<file path="src/logic/adcg_regs.svh">
// register map, field positions and timing constants of the converter pair
//
// Contract
// - finished conversion presents 10-bit fraction result
// - result carries binary number of converted channel
// - burst sets lost flag on unread overwrite
// - result read clears lost flag
// - completion flag set when conversion finishes
// - result read or control write clears flag
// - control write mid-conversion sets flag, restarts
// - global start write reaches both converters together
// - burst repeats conversions over enabled channels
// - burst scans lowest enabled channel upward
// - clearing burst finishes current conversion first (code: the control write that clears burst restarts a running conversion)
// - burst with non-zero start never converts (code: a control write during a conversion still restarts it)
// - non-burst starts by software/trigger, 11 clocks
// - start code: none, now, or edge
// - codes two to seven pick trigger sources
// - edge bit picks falling or rising trigger
// - operational bit runs converter, resets to zero
// - interrupt request follows completion flag
// - edge detector sees trigger xor edge bit
`ifndef ADCG_REGS_SVH
`define ADCG_REGS_SVH

// ----------------------------------------------------------------
// byte addresses
// ----------------------------------------------------------------
`define ADCG_CTL0_ADDR   32'hE0034000
`define ADCG_RES0_ADDR   32'hE0034004
`define ADCG_GSR_ADDR    32'hE0034008
`define ADCG_CTL1_ADDR   32'hE0060000
`define ADCG_RES1_ADDR   32'hE0060004

// ----------------------------------------------------------------
// control word fields
// ----------------------------------------------------------------
`define ADCG_CTL_WMASK   32'h0F2FFFFF
`define ADCG_GSR_WMASK   32'h0F010000
`define ADCG_CTL_RESET   32'h00000000
`define ADCG_SEL_MSB     7
`define ADCG_SEL_LSB     0
`define ADCG_BURST_BIT   16
`define ADCG_CONVERSION_CLOCK_COUNT_MSB    19
`define ADCG_CONVERSION_CLOCK_COUNT_LSB    17
`define ADCG_OPER_BIT    21
`define ADCG_START_MSB   26
`define ADCG_START_LSB   24
`define ADCG_EDGE_BIT    27

// ----------------------------------------------------------------
// result word fields
// ----------------------------------------------------------------
`define ADCG_RES_PAD_W   6
`define ADCG_CHN_PAD_W   8
`define ADCG_FLG_PAD_W   3
`define ADCG_DONE_BIT    31
`define ADCG_LOST_BIT    30
`define ADCG_RES_FULL    10'h3FF
`define ADCG_RES_ZERO    10'h000

// ----------------------------------------------------------------
// timing
// ----------------------------------------------------------------
`define ADCG_CONV_LEN    4'hB
`define ADCG_CNT_ONE     4'h1
`define ADCG_CNT_ZERO    4'h0
`define ADCG_TRIG_BASE   3'h2

`endif

</file>
<file path="src/logic/adcg_pkg.sv">
// types shared by the converter-pair control logic
package adcg_pkg;

   typedef enum logic [0:0] {
      ADCG_IDLE = 1'b0,
      ADCG_CONV = 1'b1
   } adcg_cvst_t;

   typedef enum logic [2:0] {
      ADCG_ST_NONE  = 3'h0,
      ADCG_ST_NOW   = 3'h1,
      ADCG_ST_PINA  = 3'h2,
      ADCG_ST_PINB  = 3'h3,
      ADCG_ST_T0M1  = 3'h4,
      ADCG_ST_T0M3  = 3'h5,
      ADCG_ST_T1M0  = 3'h6,
      ADCG_ST_T1M1  = 3'h7
   } adcg_start_t;

endpackage

</file>
<file path="src/logic/adcg_cv_if.sv">
// per-converter link between the control core, trigger detector and scanner
`timescale 1ns/10ps
`default_nettype none
interface adcg_cv_if;
   logic [2:0] start;
   logic       edge_fall;
   logic [5:0] src;
   logic       fire;
   logic [7:0] mask;
   logic [2:0] cur;
   logic       first;
   logic [2:0] nxt;

   modport ctl_mp  (output start, edge_fall, src, mask, cur, first, input fire, nxt);
   modport trig_mp (input start, edge_fall, src, output fire);
   modport scan_mp (input mask, cur, first, output nxt);
endinterface
`default_nettype wire

</file>
<file path="src/logic/adcg_scan.sv">
// burst channel scanner: picks the next enabled channel
`timescale 1ns/10ps
`default_nettype none
module adcg_scan
   import adcg_pkg::*;
(
   adcg_cv_if.scan_mp cv
);
   logic [2:0] lowest;
   logic [2:0] above;
   logic       found;

   always_comb begin
      lowest = 3'h0;
      above  = 3'h0;
      found  = 1'b0;
      for (int i = 7; i >= 0; i--) begin
         if (cv.mask[i]) begin
            lowest = 3'(i);
         end
         if (cv.mask[i] && (i > int'(cv.cur))) begin
            above = 3'(i);
            found = 1'b1;
         end
      end
   end

   // wraps to the lowest channel after the highest enabled one
   assign cv.nxt = (cv.first || !found) ? lowest : above;
endmodule
`default_nettype wire

</file>
<file path="src/logic/adcg_top.sv">
// control and result logic of two converters with a shared global start
//
// Local design decision: the APB register port.
`timescale 1ns/10ps
`default_nettype none
`include "adcg_regs.svh"
module adcg_top
   import adcg_pkg::*;
#(
   parameter int RES_W = 10
)
(
   input  wire logic        sys_clk,
   input  wire logic        nrst,
   input  wire logic        psel,
   input  wire logic        penable,
   input  wire logic        pwrite,
   input  wire logic [31:0] paddr,
   input  wire logic [31:0] pwdata,
   output logic      [31:0] prdata,
   output logic             pready,
   output logic             pslverr,
   input  wire logic [9:0]  ana_data0,
   input  wire logic [9:0]  ana_data1,
   input  wire logic        timer0_capture_ch2,
   input  wire logic        timer0_capture_ch0,
   input  wire logic        timer0_match_ch1,
   input  wire logic        timer0_match_ch3,
   input  wire logic        timer1_match_ch0,
   input  wire logic        timer1_match_ch1,
   output logic [2:0]       ana_chan0,
   output logic [2:0]       ana_chan1,
   output logic             ana_busy0,
   output logic             ana_busy1,
   output logic             converter_operational0,
   output logic             converter_operational1,
   output logic             irq0,
   output logic             irq1
);

   // ----------------------------------------------------------------
   // elaboration checks
   // ----------------------------------------------------------------
   generate
      if (RES_W != 10) begin : g_bad_width
         $error("adcg_top: result width must be 10");
      end
   endgenerate

   // ----------------------------------------------------------------
   // bus decode
   // ----------------------------------------------------------------
   logic        pready_reg;
   logic        pslverr_reg;
   logic [31:0] prdata_reg;
   logic        pend;
   logic        acc;
   logic        sel_gsr;
   logic [1:0]  sel_ctl;
   logic [1:0]  sel_res;
   logic        hit;
   logic [31:0] rd_word;
   logic [31:0] ctl_rd   [2];
   logic [31:0] res_rd   [2];
   logic [9:0]  ana_in   [2];
   logic [5:0]  trig_src;

   // zero-wait setup then one wait cycle: pready is always registered
   assign pend       = psel & penable & ~pready_reg;
   assign acc        = psel & penable & pready_reg;
   assign sel_ctl[0] = (paddr == `ADCG_CTL0_ADDR);
   assign sel_ctl[1] = (paddr == `ADCG_CTL1_ADDR);
   assign sel_res[0] = (paddr == `ADCG_RES0_ADDR);
   assign sel_res[1] = (paddr == `ADCG_RES1_ADDR);
   assign sel_gsr    = (paddr == `ADCG_GSR_ADDR);
   assign hit        = (|sel_ctl) | (|sel_res) | sel_gsr;
   assign ana_in[0]  = ana_data0;
   assign ana_in[1]  = ana_data1;
   assign trig_src   = {timer1_match_ch1, timer1_match_ch0, timer0_match_ch3,
                        timer0_match_ch1, timer0_capture_ch0, timer0_capture_ch2};

   // global start is write-only and reads as zero
   assign rd_word = sel_ctl[0] ? ctl_rd[0] :
                    sel_ctl[1] ? ctl_rd[1] :
                    sel_res[0] ? res_rd[0] :
                    sel_res[1] ? res_rd[1] : 32'h00000000;

   always_ff @(posedge sys_clk or negedge nrst) begin
      if (!nrst) begin
         pready_reg  <= 1'b0;
         pslverr_reg <= 1'b0;
         prdata_reg  <= 32'h00000000;
      end else begin
         pready_reg  <= pend;
         pslverr_reg <= pend & ~hit;
         prdata_reg  <= pend ? rd_word : prdata_reg;
      end
   end

   assign pready  = pready_reg;
   assign pslverr = pslverr_reg;
   assign prdata  = prdata_reg;

   // ----------------------------------------------------------------
   // converter state, one copy per converter
   // ----------------------------------------------------------------
   logic [31:0] ctl_reg   [2];
   adcg_cvst_t  st_reg    [2];
   logic [3:0]  cnt_reg   [2];
   logic [3:0]  bits_reg  [2];
   logic [2:0]  chan_reg  [2];
   logic        bconv_reg [2];
   logic        brun_reg  [2];
   logic        done_reg  [2];
   logic        lost_reg  [2];
   logic [9:0]  res_reg   [2];
   logic [2:0]  rch_reg   [2];

   adcg_cv_if cv [2] ();

   generate
      for (genvar g = 0; g < 2; g++) begin : g_conv
         logic        ctl_wr;
         logic        rd_res;
         logic        busy;
         logic        fin;
         logic        restart;
         logic        go;
         logic [31:0] ctl_new;
         logic [31:0] ctl_eff;
         logic        e_burst;
         logic        e_oper;
         logic [2:0]  e_start;
         logic [2:0]  e_conversion_clock_count;
         logic        e_bok;
         logic        e_now;
         logic [3:0]  len;
         logic [9:0]  keep;
         logic        clr_done;
         logic        clr_lost;
         logic        set_lost;

         // a global start write is a control write on both at once
         assign ctl_wr  = acc & pwrite & (sel_ctl[g] | sel_gsr);
         assign rd_res  = acc & ~pwrite & sel_res[g];
         assign ctl_new = sel_gsr ?
                          ((ctl_reg[g] & ~`ADCG_GSR_WMASK) | (pwdata & `ADCG_GSR_WMASK)) :
                          (pwdata & `ADCG_CTL_WMASK);
         assign ctl_eff = ctl_wr ? ctl_new : ctl_reg[g];

         assign e_burst = ctl_eff[`ADCG_BURST_BIT];
         assign e_oper  = ctl_eff[`ADCG_OPER_BIT];
         assign e_start = ctl_eff[`ADCG_START_MSB:`ADCG_START_LSB];
         assign e_conversion_clock_count  = ctl_eff[`ADCG_CONVERSION_CLOCK_COUNT_MSB:`ADCG_CONVERSION_CLOCK_COUNT_LSB];
         // non-zero start under burst blocks every conversion except the restart on a control write mid-conversion
         assign e_bok   = e_burst & (e_start == ADCG_ST_NONE);
         assign e_now   = ~e_burst & (e_start == ADCG_ST_NOW);

         // burst uses the clock count, single conversions are full length
         assign len = e_burst ? (`ADCG_CONV_LEN - {1'b0, e_conversion_clock_count})
                              : `ADCG_CONV_LEN;

         assign busy    = (st_reg[g] == ADCG_CONV);
         assign restart = ctl_wr & busy;
         assign fin     = busy & ~ctl_wr & (cnt_reg[g] == `ADCG_CNT_ZERO);

         // starts only from idle, apart from the restart on a control write
         assign go = ctl_wr ? (e_oper & (busy | e_now | e_bok))
                            : (~busy & e_oper &
                               (e_bok | (~e_burst & cv[g].fire)));

         assign cv[g].start     = ctl_reg[g][`ADCG_START_MSB:`ADCG_START_LSB];
         assign cv[g].edge_fall = ctl_reg[g][`ADCG_EDGE_BIT];
         assign cv[g].src       = trig_src;
         assign cv[g].mask      = ctl_eff[`ADCG_SEL_MSB:`ADCG_SEL_LSB];
         assign cv[g].cur       = chan_reg[g];
         assign cv[g].first     = ~brun_reg[g] | ctl_wr;

         adcg_trig u_trig (
            .sys_clk (sys_clk),
            .nrst    (nrst),
            .cv      (cv[g].trig_mp)
         );

         adcg_scan u_scan (
            .cv (cv[g].scan_mp)
         );

         // shorter conversions leave the low result bits at zero
         assign keep = ~(`ADCG_RES_FULL >> bits_reg[g]);

         // read clears only what the captured word showed
         assign clr_done = ctl_wr | (rd_res & prdata_reg[`ADCG_DONE_BIT]);
         assign clr_lost = rd_res & prdata_reg[`ADCG_LOST_BIT];
         assign set_lost = fin & bconv_reg[g] & done_reg[g] & ~clr_done;

         always_ff @(posedge sys_clk or negedge nrst) begin
            if (!nrst) begin
               ctl_reg[g]   <= `ADCG_CTL_RESET;
               st_reg[g]    <= ADCG_IDLE;
               cnt_reg[g]   <= `ADCG_CNT_ZERO;
               bits_reg[g]  <= `ADCG_CNT_ZERO;
               chan_reg[g]  <= 3'h0;
               bconv_reg[g] <= 1'b0;
               brun_reg[g]  <= 1'b0;
            end else begin
               ctl_reg[g] <= ctl_eff;
               if (go) begin
                  st_reg[g]    <= ADCG_CONV;
                  cnt_reg[g]   <= len - `ADCG_CNT_ONE;
                  bits_reg[g]  <= len - `ADCG_CNT_ONE;
                  chan_reg[g]  <= cv[g].nxt;
                  bconv_reg[g] <= e_burst;
               end else if (fin) begin
                  st_reg[g] <= ADCG_IDLE;
               end else if (busy) begin
                  cnt_reg[g] <= cnt_reg[g] - `ADCG_CNT_ONE;
               end
               // scan position restarts once burst is dropped
               brun_reg[g] <= (go & e_burst) | (brun_reg[g] & e_burst);
            end
         end

         always_ff @(posedge sys_clk or negedge nrst) begin
            if (!nrst) begin
               done_reg[g] <= 1'b0;
               lost_reg[g] <= 1'b0;
               res_reg[g]  <= `ADCG_RES_ZERO;
               rch_reg[g]  <= 3'h0;
            end else begin
               // a finishing conversion wins over a clear in the same cycle
               done_reg[g] <= fin | restart | (done_reg[g] & ~clr_done);
               if (fin) begin
                  lost_reg[g] <= set_lost | (lost_reg[g] & ~clr_lost);
                  res_reg[g]  <= ana_in[g] & keep;
                  rch_reg[g]  <= chan_reg[g];
               end else begin
                  lost_reg[g] <= lost_reg[g] & ~clr_lost;
               end
            end
         end

         // writes to the result word land nowhere
         assign res_rd[g] = {done_reg[g], lost_reg[g], {`ADCG_FLG_PAD_W{1'b0}},
                             rch_reg[g], {`ADCG_CHN_PAD_W{1'b0}}, res_reg[g],
                             {`ADCG_RES_PAD_W{1'b0}}};
         assign ctl_rd[g] = ctl_reg[g] & `ADCG_CTL_WMASK;
      end
   endgenerate

   // ----------------------------------------------------------------
   // outputs
   // ----------------------------------------------------------------
   assign ana_chan0              = chan_reg[0];
   assign ana_chan1              = chan_reg[1];
   assign ana_busy0              = (st_reg[0] == ADCG_CONV);
   assign ana_busy1              = (st_reg[1] == ADCG_CONV);
   assign converter_operational0 = ctl_reg[0][`ADCG_OPER_BIT];
   assign converter_operational1 = ctl_reg[1][`ADCG_OPER_BIT];
   assign irq0                   = done_reg[0];
   assign irq1                   = done_reg[1];

endmodule
`default_nettype wire

</file>
<file path="src/logic/adcg_trig.sv">
// hardware start trigger: source select and edge detection
`timescale 1ns/10ps
`default_nettype none
`include "adcg_regs.svh"
module adcg_trig
   import adcg_pkg::*;
(
   input wire logic   sys_clk,
   input wire logic   nrst,
   adcg_cv_if.trig_mp cv
);
   logic [2:0] idx;
   logic [7:0] src_ext;
   logic       use_src;
   logic       sig;
   logic       prev_reg;

   assign use_src = (cv.start >= `ADCG_TRIG_BASE);
   assign idx     = cv.start - `ADCG_TRIG_BASE;
   // codes below two wrap the index past the sources: pad and gate so no unknown
   // reaches the edge history
   assign src_ext = {2'b00, cv.src};
   // one rising detector serves both polarities
   assign sig     = (use_src & src_ext[idx]) ^ cv.edge_fall;
   assign cv.fire = use_src & sig & ~prev_reg;

   always_ff @(posedge sys_clk or negedge nrst) begin
      if (!nrst) begin
         prev_reg <= 1'b0;
      end else begin
         prev_reg <= sig;
      end
   end
endmodule
`default_nettype wire

</file>
<file path="config.mk">
export PLATFORM = sky130hd
export DESIGN_NAME = adcg_top
export DESIGN_NICKNAME = d
export VERILOG_FILES = /design/src/logic/adcg_pkg.sv /design/src/logic/adcg_cv_if.sv /design/src/logic/adcg_scan.sv /design/src/logic/adcg_top.sv /design/src/logic/adcg_trig.sv
export VERILOG_INCLUDE_DIRS = /design/src /design/src/logic
export SDC_FILE = /design/constraint.sdc
export NUM_CORES = 1
export LEC_CHECK = 0
export BUFFER_PORTS_ARGS = -buffer_cell sky130_fd_sc_hd__buf_2
export CORE_ASPECT_RATIO = 0.8
export CORE_MARGIN = 3
export CORE_UTILIZATION = 45
export DETAILED_ROUTE_END_ITERATION = 16
export GPL_ROUTABILITY_DRIVEN = 0
export GPL_TIMING_DRIVEN = 0
export HOLD_SLACK_MARGIN = 0.1
export PLACE_DENSITY = 0.79
export SYNTH_ARGS = -nofsm -noshare
export SYNTH_HDL_FRONTEND = slang
export SYNTH_SLANG_ARGS = --single-unit
</file>
<file path="constraint.sdc">
create_clock -name sys_clk -period 2.7 [get_ports sys_clk]
set_input_delay 0 -clock sys_clk [delete_from_list [all_inputs] [get_ports sys_clk]]
set_output_delay 0 -clock sys_clk [all_outputs]
set_load 0.03 [all_outputs]
</file>
# Yosys cells after proc, flatten, opt, wreduce, memory -nomap -nowiden

Index checks and enable logic that the tools add are counted.

Add/subtract/negate cells: 8
Multiply operators: 0
Divide/modulo/power cells: 0
Order comparisons: 18
Equal/unequal tests: 9
Shift-type cells: 2
Mux-type cells: 74
Bitwise logic cells: 99
Reduce and logical (&&, ||, !) cells: 30

Operators with widths:

| operator                | number |
|---|---|
| $mux W32                | 6 |
| $eq A32 B32 Y1 const B  | 5 |
| $mux W3                 | 32 |
| $or A32 B28 Y32         | 2 |
| $mux W27                | 2 |
| $and A1 B1 Y1           | 52 |
| $mux W4                 | 8 |
| $gt A3 B3 Y1 const A    | 8 |
| $mux W1                 | 24 |
| $or A1 B1 Y1            | 22 |
| $and A10 B10 Y10        | 2 |
| $not A10 Y10            | 2 |
| $shr A10 B4 Y10 const A | 2 |
| $not A1 Y1              | 17 |
| $sub A4 B1 Y4 const B   | 4 |
| $logic_and A1 B1 Y1     | 14 |
| $gt A2 B3 Y1 const A    | 4 |
| $logic_not A4 Y1        | 2 |
| $lt A3 B4 Y1 const B    | 2 |
| $reduce_bool A2 Y1      | 4 |
| $sub A4 B3 Y4 const A   | 2 |
| $bmux W1 S3             | 2 |
| $eq A3 B1 Y1 const B    | 2 |
| $ge A3 B2 Y1 const B    | 2 |
| other kinds (9)         | 18 |

Register bits after elaboration: 158
Latch bits: 0
Bits in writable memories: 0
Memory bits (read-only): 0
Bits of input ports: 95
Output and inout port bits: 46
Logic and storage cells: 269
Memories: 0

# Longest topological paths before layout

Depth in word-level cells: 16
Gate-level depth with buffers: 11
Depth with buffers taken out: 10

# Cells and area by module

A second synthesis with hierarchy kept.

Cells, all modules: 736
Area, all modules: 7439.6 µm²

By module, submodules not included:

| module    | times used | cells each | area an instance (µm²) | seq. area each (µm²) |
|---|---|---|---|---|
| adcg_top  | 1          | 606        | 6561.3                 | 3428.3 |
| adcg_scan | 2          | 46         | 286.5                  | 0.0 |
| adcg_trig | 2          | 19         | 152.6                  | 25.0 |

# Worst setup path after synthesis

OpenSTA, ideal clock, no wires.

Path type: register -> register
From: register pready_reg (netlist: pready)
To: register chan_reg (netlist bit ana_chan1[1])
Library setup time: 0.119 ns
Arrival: 2.651 ns
Data required time: 2.581 ns
Slack: -0.070 ns
Cell stages (with the launch flop): 9
Path buffers: 0
Period minus slack after synthesis: 2.770 ns
Cell sequence: dfrtp_1 -> and4_1 -> nand3_4 -> or4_4 -> mux2_4 -> o32a_1 -> or3_4 -> a41oi_1 -> a21bo_1

Word-level cells in the longest chain between the ends: 15
Elaborated cells on any way between the ends: 50
Those cells by class: eq/ne (1); mux (25); bitwise (14); reduce/logical (10)

RTL lines:

| item                           | line            | source |
|---|---|---|
| start: declaration             | adcg_top.sv:53  | `logic pready_reg;` |
| start signal: assignment       | adcg_top.sv:94  | `pready_reg <= pend;` |
| $and A1 B1 Y1 (*)              | adcg_top.sv:70  | `assign acc = psel & penable & pready_reg;` |
| $and A1 B1 Y1 (*) (2 in a row) | adcg_top.sv:144 | `assign ctl_wr = acc & pwrite & (sel_ctl[g] \| sel_gsr);` |
| $mux W27                       | adcg_top.sv:149 | `assign ctl_eff = ctl_wr ? ctl_new : ctl_reg[g];` |
| $logic_and A1 B1 Y1            | adcg_scan.sv:21 | `if (cv.mask[i] && (i > int'(cv.cur))) begin` |
| $mux W1 (7 in a row)           | adcg_scan.sv:21 |  |
| $logic_not A1 Y1               | adcg_scan.sv:29 | `assign cv.nxt = (cv.first \|\| !found) ? lowest : above;` |
| $logic_or A1 B1 Y1             | adcg_scan.sv:29 |  |
| $mux W3                        | adcg_scan.sv:29 |  |
| end signal: indexed assignment | adcg_top.sv:212 | `chan_reg[g] <= cv[g].nxt;` |
| end: declaration               | adcg_top.sv:111 | `logic [2:0] chan_reg [2];` |

Mark *: on every way between the ends. The rest lies on a longest branch, timed or not.
A chain may end at the register's enable or synchronous reset.

# Worst setup path after layout

Same ends and word-level chain as after synthesis.

==> reports/metrics.cfg <==
[outcome]
outcome = completed

[critical_path]
worstReg2RegEnd = ana_chan1[1]
reg2reg_slack_ps = 50
worstSetupPathType = register to register
crit_arrival_ps = 2960
cp-start-kind = register
crit_path_max_fanout = 5
critical_path.reg2reg.startpoint = pready
worst_setup_path_end_kind = register
critical_path_required_ps = 3010
worstRegToRegCells = 8

[power_and_ir_drop]
vdd_ir_drop_max_uv = 447.4
power.share.sequential_pct = 42.7
p_leak_nw = 4.582
powerDensity_nw_per_um2 = 526.9
report.power.total_mw = 5.104
netSwitchingFraction_pct = 24.78
internal_power_mw = 3.839
switchingPower_mw = 1.265
clock_power_share_pct = 47.3
power.share.combinational_pct = 10.1

[synthesis]
synth.largest_area_cell = dfrtp_1
post-synth-top-count-cell = nand2_1
fraction_of_synthesis_flops_using_an_asynchronous_set_or_reset_pin_pct = 100.0
yosys.area_share.adder_pct = 1.705
yosys.area_share.simple_pct = 19.84
fraction_of_the_mapped_netlist_area_in_compound_gates_pct = 19.50
muxShareOfSynthArea_pct = 5.404
post_synthesis_cell_area_sq_um = 7340
netlist_top_cells_area = dfrtp_1 (47%), nand2_1 (7.3%), o21ai_0 (4.8%)
synth.distinct_cells = 76
post_synthesis_register_bit_count = 139
synth_top_family_by_area = simple AND/OR/NAND/NOR gates
netlist_top_cells_count = nand2_1 (142), dfrtp_1 (139), nor2_1 (77)
synthXorXnorAreaFrac_pct = 1.193
netlist_instances = 804
synth-seq-area-share_pct = 47.39
synthesis.area_per_instance_sq_um = 9.129
ys_dominant_reg_cell = dfrtp_1
edff_count_synth = 0
yosys.area.top_type_share_pct = 47.39
synthesis.yosys.warnings = 0

[global_route]
vias_in_the_first_global_route = 7011
global_route.overflow_total = 0
grt_antenna_before_repair = 0
met1_usage_pct = 36.70
grt_overall_usage_pct = 26.60
grt_util_met2_pct = 38.80
busiest_layer = met2
grt_max_degree = 83
grt_pass1_wl_mm = 36.87
grtUsageMet3_pct = 9.816

[detailed_routing]
final_antenna_net_count = 0
wl_mm = 24.03
route.detailed.wl_per_inst_um = 19.26
dr.pass1.iters = 12
detail_route.drc_violations = 0
avgViaCountPerCell = 5.847
detail_route.iter0.violations = 804
route.vias.total = 7297

[clock_tree]
max-clock-path-buffers = 2
sinks_on_clock_net = 139
post_cts_clock_slew_at_the_launch_and_capture_registers_of_the_worst_setup_and_hold_paths_ps = 60
htree_num_levels = 4
cts_tree = yes
worstSkewPairLatency_ps = 430
clock_tree.root_cell = clkbuf_16
num_cts_buffers = 17

[timing]
fmax_mhz = 376.9
grt_setup_unrepaired = yes
relSlewSlack_pct = 49.73
final_critical_delay_including_setup_and_external_delays_ps = 2653
report.final.hold_viol_count = 0
layout_worst_path_cycle_share_pct = 98.27
finalSetupViolations = 0
worst_slack_ps = 46.73
clock_skew_ps = 12.14
timing_worst_slew_pin_value_ps = 751.2
maxSlewViolCount = 0

[cells_and_area]
fraction_of_layout_instances_using_a_drive_strength_above_1_pct = 23.14
n_antenna_cell = 0
nets = 1125
final_std_cell_area_no_fill_sq_um = 9688
area_growth_syn_to_layout_pct = 32.00
final_util_pct = 61.12
largest_register_ff_count = 48
layoutNonFillerInstCount = 1248

[die]
die_w_um = 148.8
core_area_sq_um = 15850
num_io_pins = 141
die-area_sq_um = 17890
std_cell_rows = 41
die_height_um = 120.2
initial_core_util_pct = 46.30

[place]
placedInstanceArea_sq_um = 8289
placed_cells = 1150
numPortBuffers = 126
post-place-ws_ps = -701.2
place_hpwl_mm = 16.83

[run]
drv_cap = 0

[hold_path]
hold_path_class = primary input to asynchronous set/reset pin

[worst max-delay path, cell delays in order (launching register included)]
cell     delay, ps
dfrtp_2        370
and4_4         240
nand3_4        100
or4_4          560
mux2_4         320
o32a_1         180
or3_4          370
a41oi_2        170
a21bo_1        220
[how the worst max path moves through the flow]
| stage | slack [ps] | startpoint | to | depth (start not counted) |
|---|---|---|---|---|
| 2_1_floorplan | 20 | pready | ana_chan1[1] | 8 |
| 3_3_place_gp | -660 | pready | bits_reg[2] | 9 |
| 3_5_place_dp | -700 | pready | bits_reg[2] | 9 |
| 4_1_cts | 0.7 | pready | bits_reg[6] | 10 |
| 5_1_grt | -70 | pready | ana_chan0[0] | 8 |
| 6_report | 50 | pready | ana_chan1[1] | 8 |
[area by class of cell]
type	count	area, sq um
Buffer	52	254.0
Clock buffer	23	467.9
Clock inverter	9	135.1
Fill cell	1287	6163
Inverter	37	138.9
Multi-Input combinational cell	579	3640
Sequential cell	139	3483
Tap cell	215	269.0
Timing Repair Buffer	194	1300
[metal layers]
layer | vias to the layer above | wire length, um
li1 | 3290 | -
met3 | 79 | 3252
met5 | - | 0
met2 | 466 | 10270
met4 | 0 | 676
met1 | 3462 | 9836
[placed cells by master (no fill, tap or decap), drive strengths merged, types with 7 or more instances in the layout]
master,Yosys,routed
buf,10,155
nand2,142,142
dfrtp,139,139
nor2,77,77
o21ai,71,71
clkbuf,43,62
dlygate4sd3,0,51
a21oi,40,40
inv,37,39
a221oi,24,24
mux2i,19,19
a31oi,14,14
mux2,14,14
a22o,13,13
nor3,10,10
ha,10,10
nor4,9,9
nand2b,8,8
xnor2,8,8
a211oi,7,7
[timing repair]
item                                    CTS  global route
hold endpoints to repair                215             0
buffers inserted                         10             5
endpoints found under the setup margin   43            55
hold buffers                             52             0
resized for setup                        23            33
pin swaps                                 6             4
[per-stage QoR]
| stage | hold slack (ps) | setup TNS [ps] |
|---|---|---|
| after global routing | 180.1 | -89.67 |
| after detailed placement | 11.59 | -23360 |
| after global placement | 233.7 | -56140 |
| after CTS | 114.8 | 0 |
| final | 124.0 | 0 |
| after floorplan | -295.6 | 0 |
[power groups by stage]
stage / clock (mW) / sequential (mW) / combinational (mW)
after CTS: 2.41 / 2.18 / 0.503
after detailed placement: 0 / 2.21 / 0.441
after floorplan: 0 / 2.32 / 0.114
after global placement: 0 / 2.21 / 0.428
final: 2.41 / 2.18 / 0.514
after global routing: 2.51 / 2.18 / 0.552
[logic make-up (layout without fill, tap and decap cells)]
logic type | after synthesis | in the layout
AO/OA/AOI/OAI | 218 | 218
XOR/XNOR | 10 | 10
adder cells (fa/ha/maj) | 10 | 10
buffers and inverters | 90 | 315
flip-flops | 139 | 139
multiplexers | 35 | 35
other | 1 | 5
AND/OR/NAND/NOR | 301 | 301
Note: power is estimated with default switching activity, not from simulation.
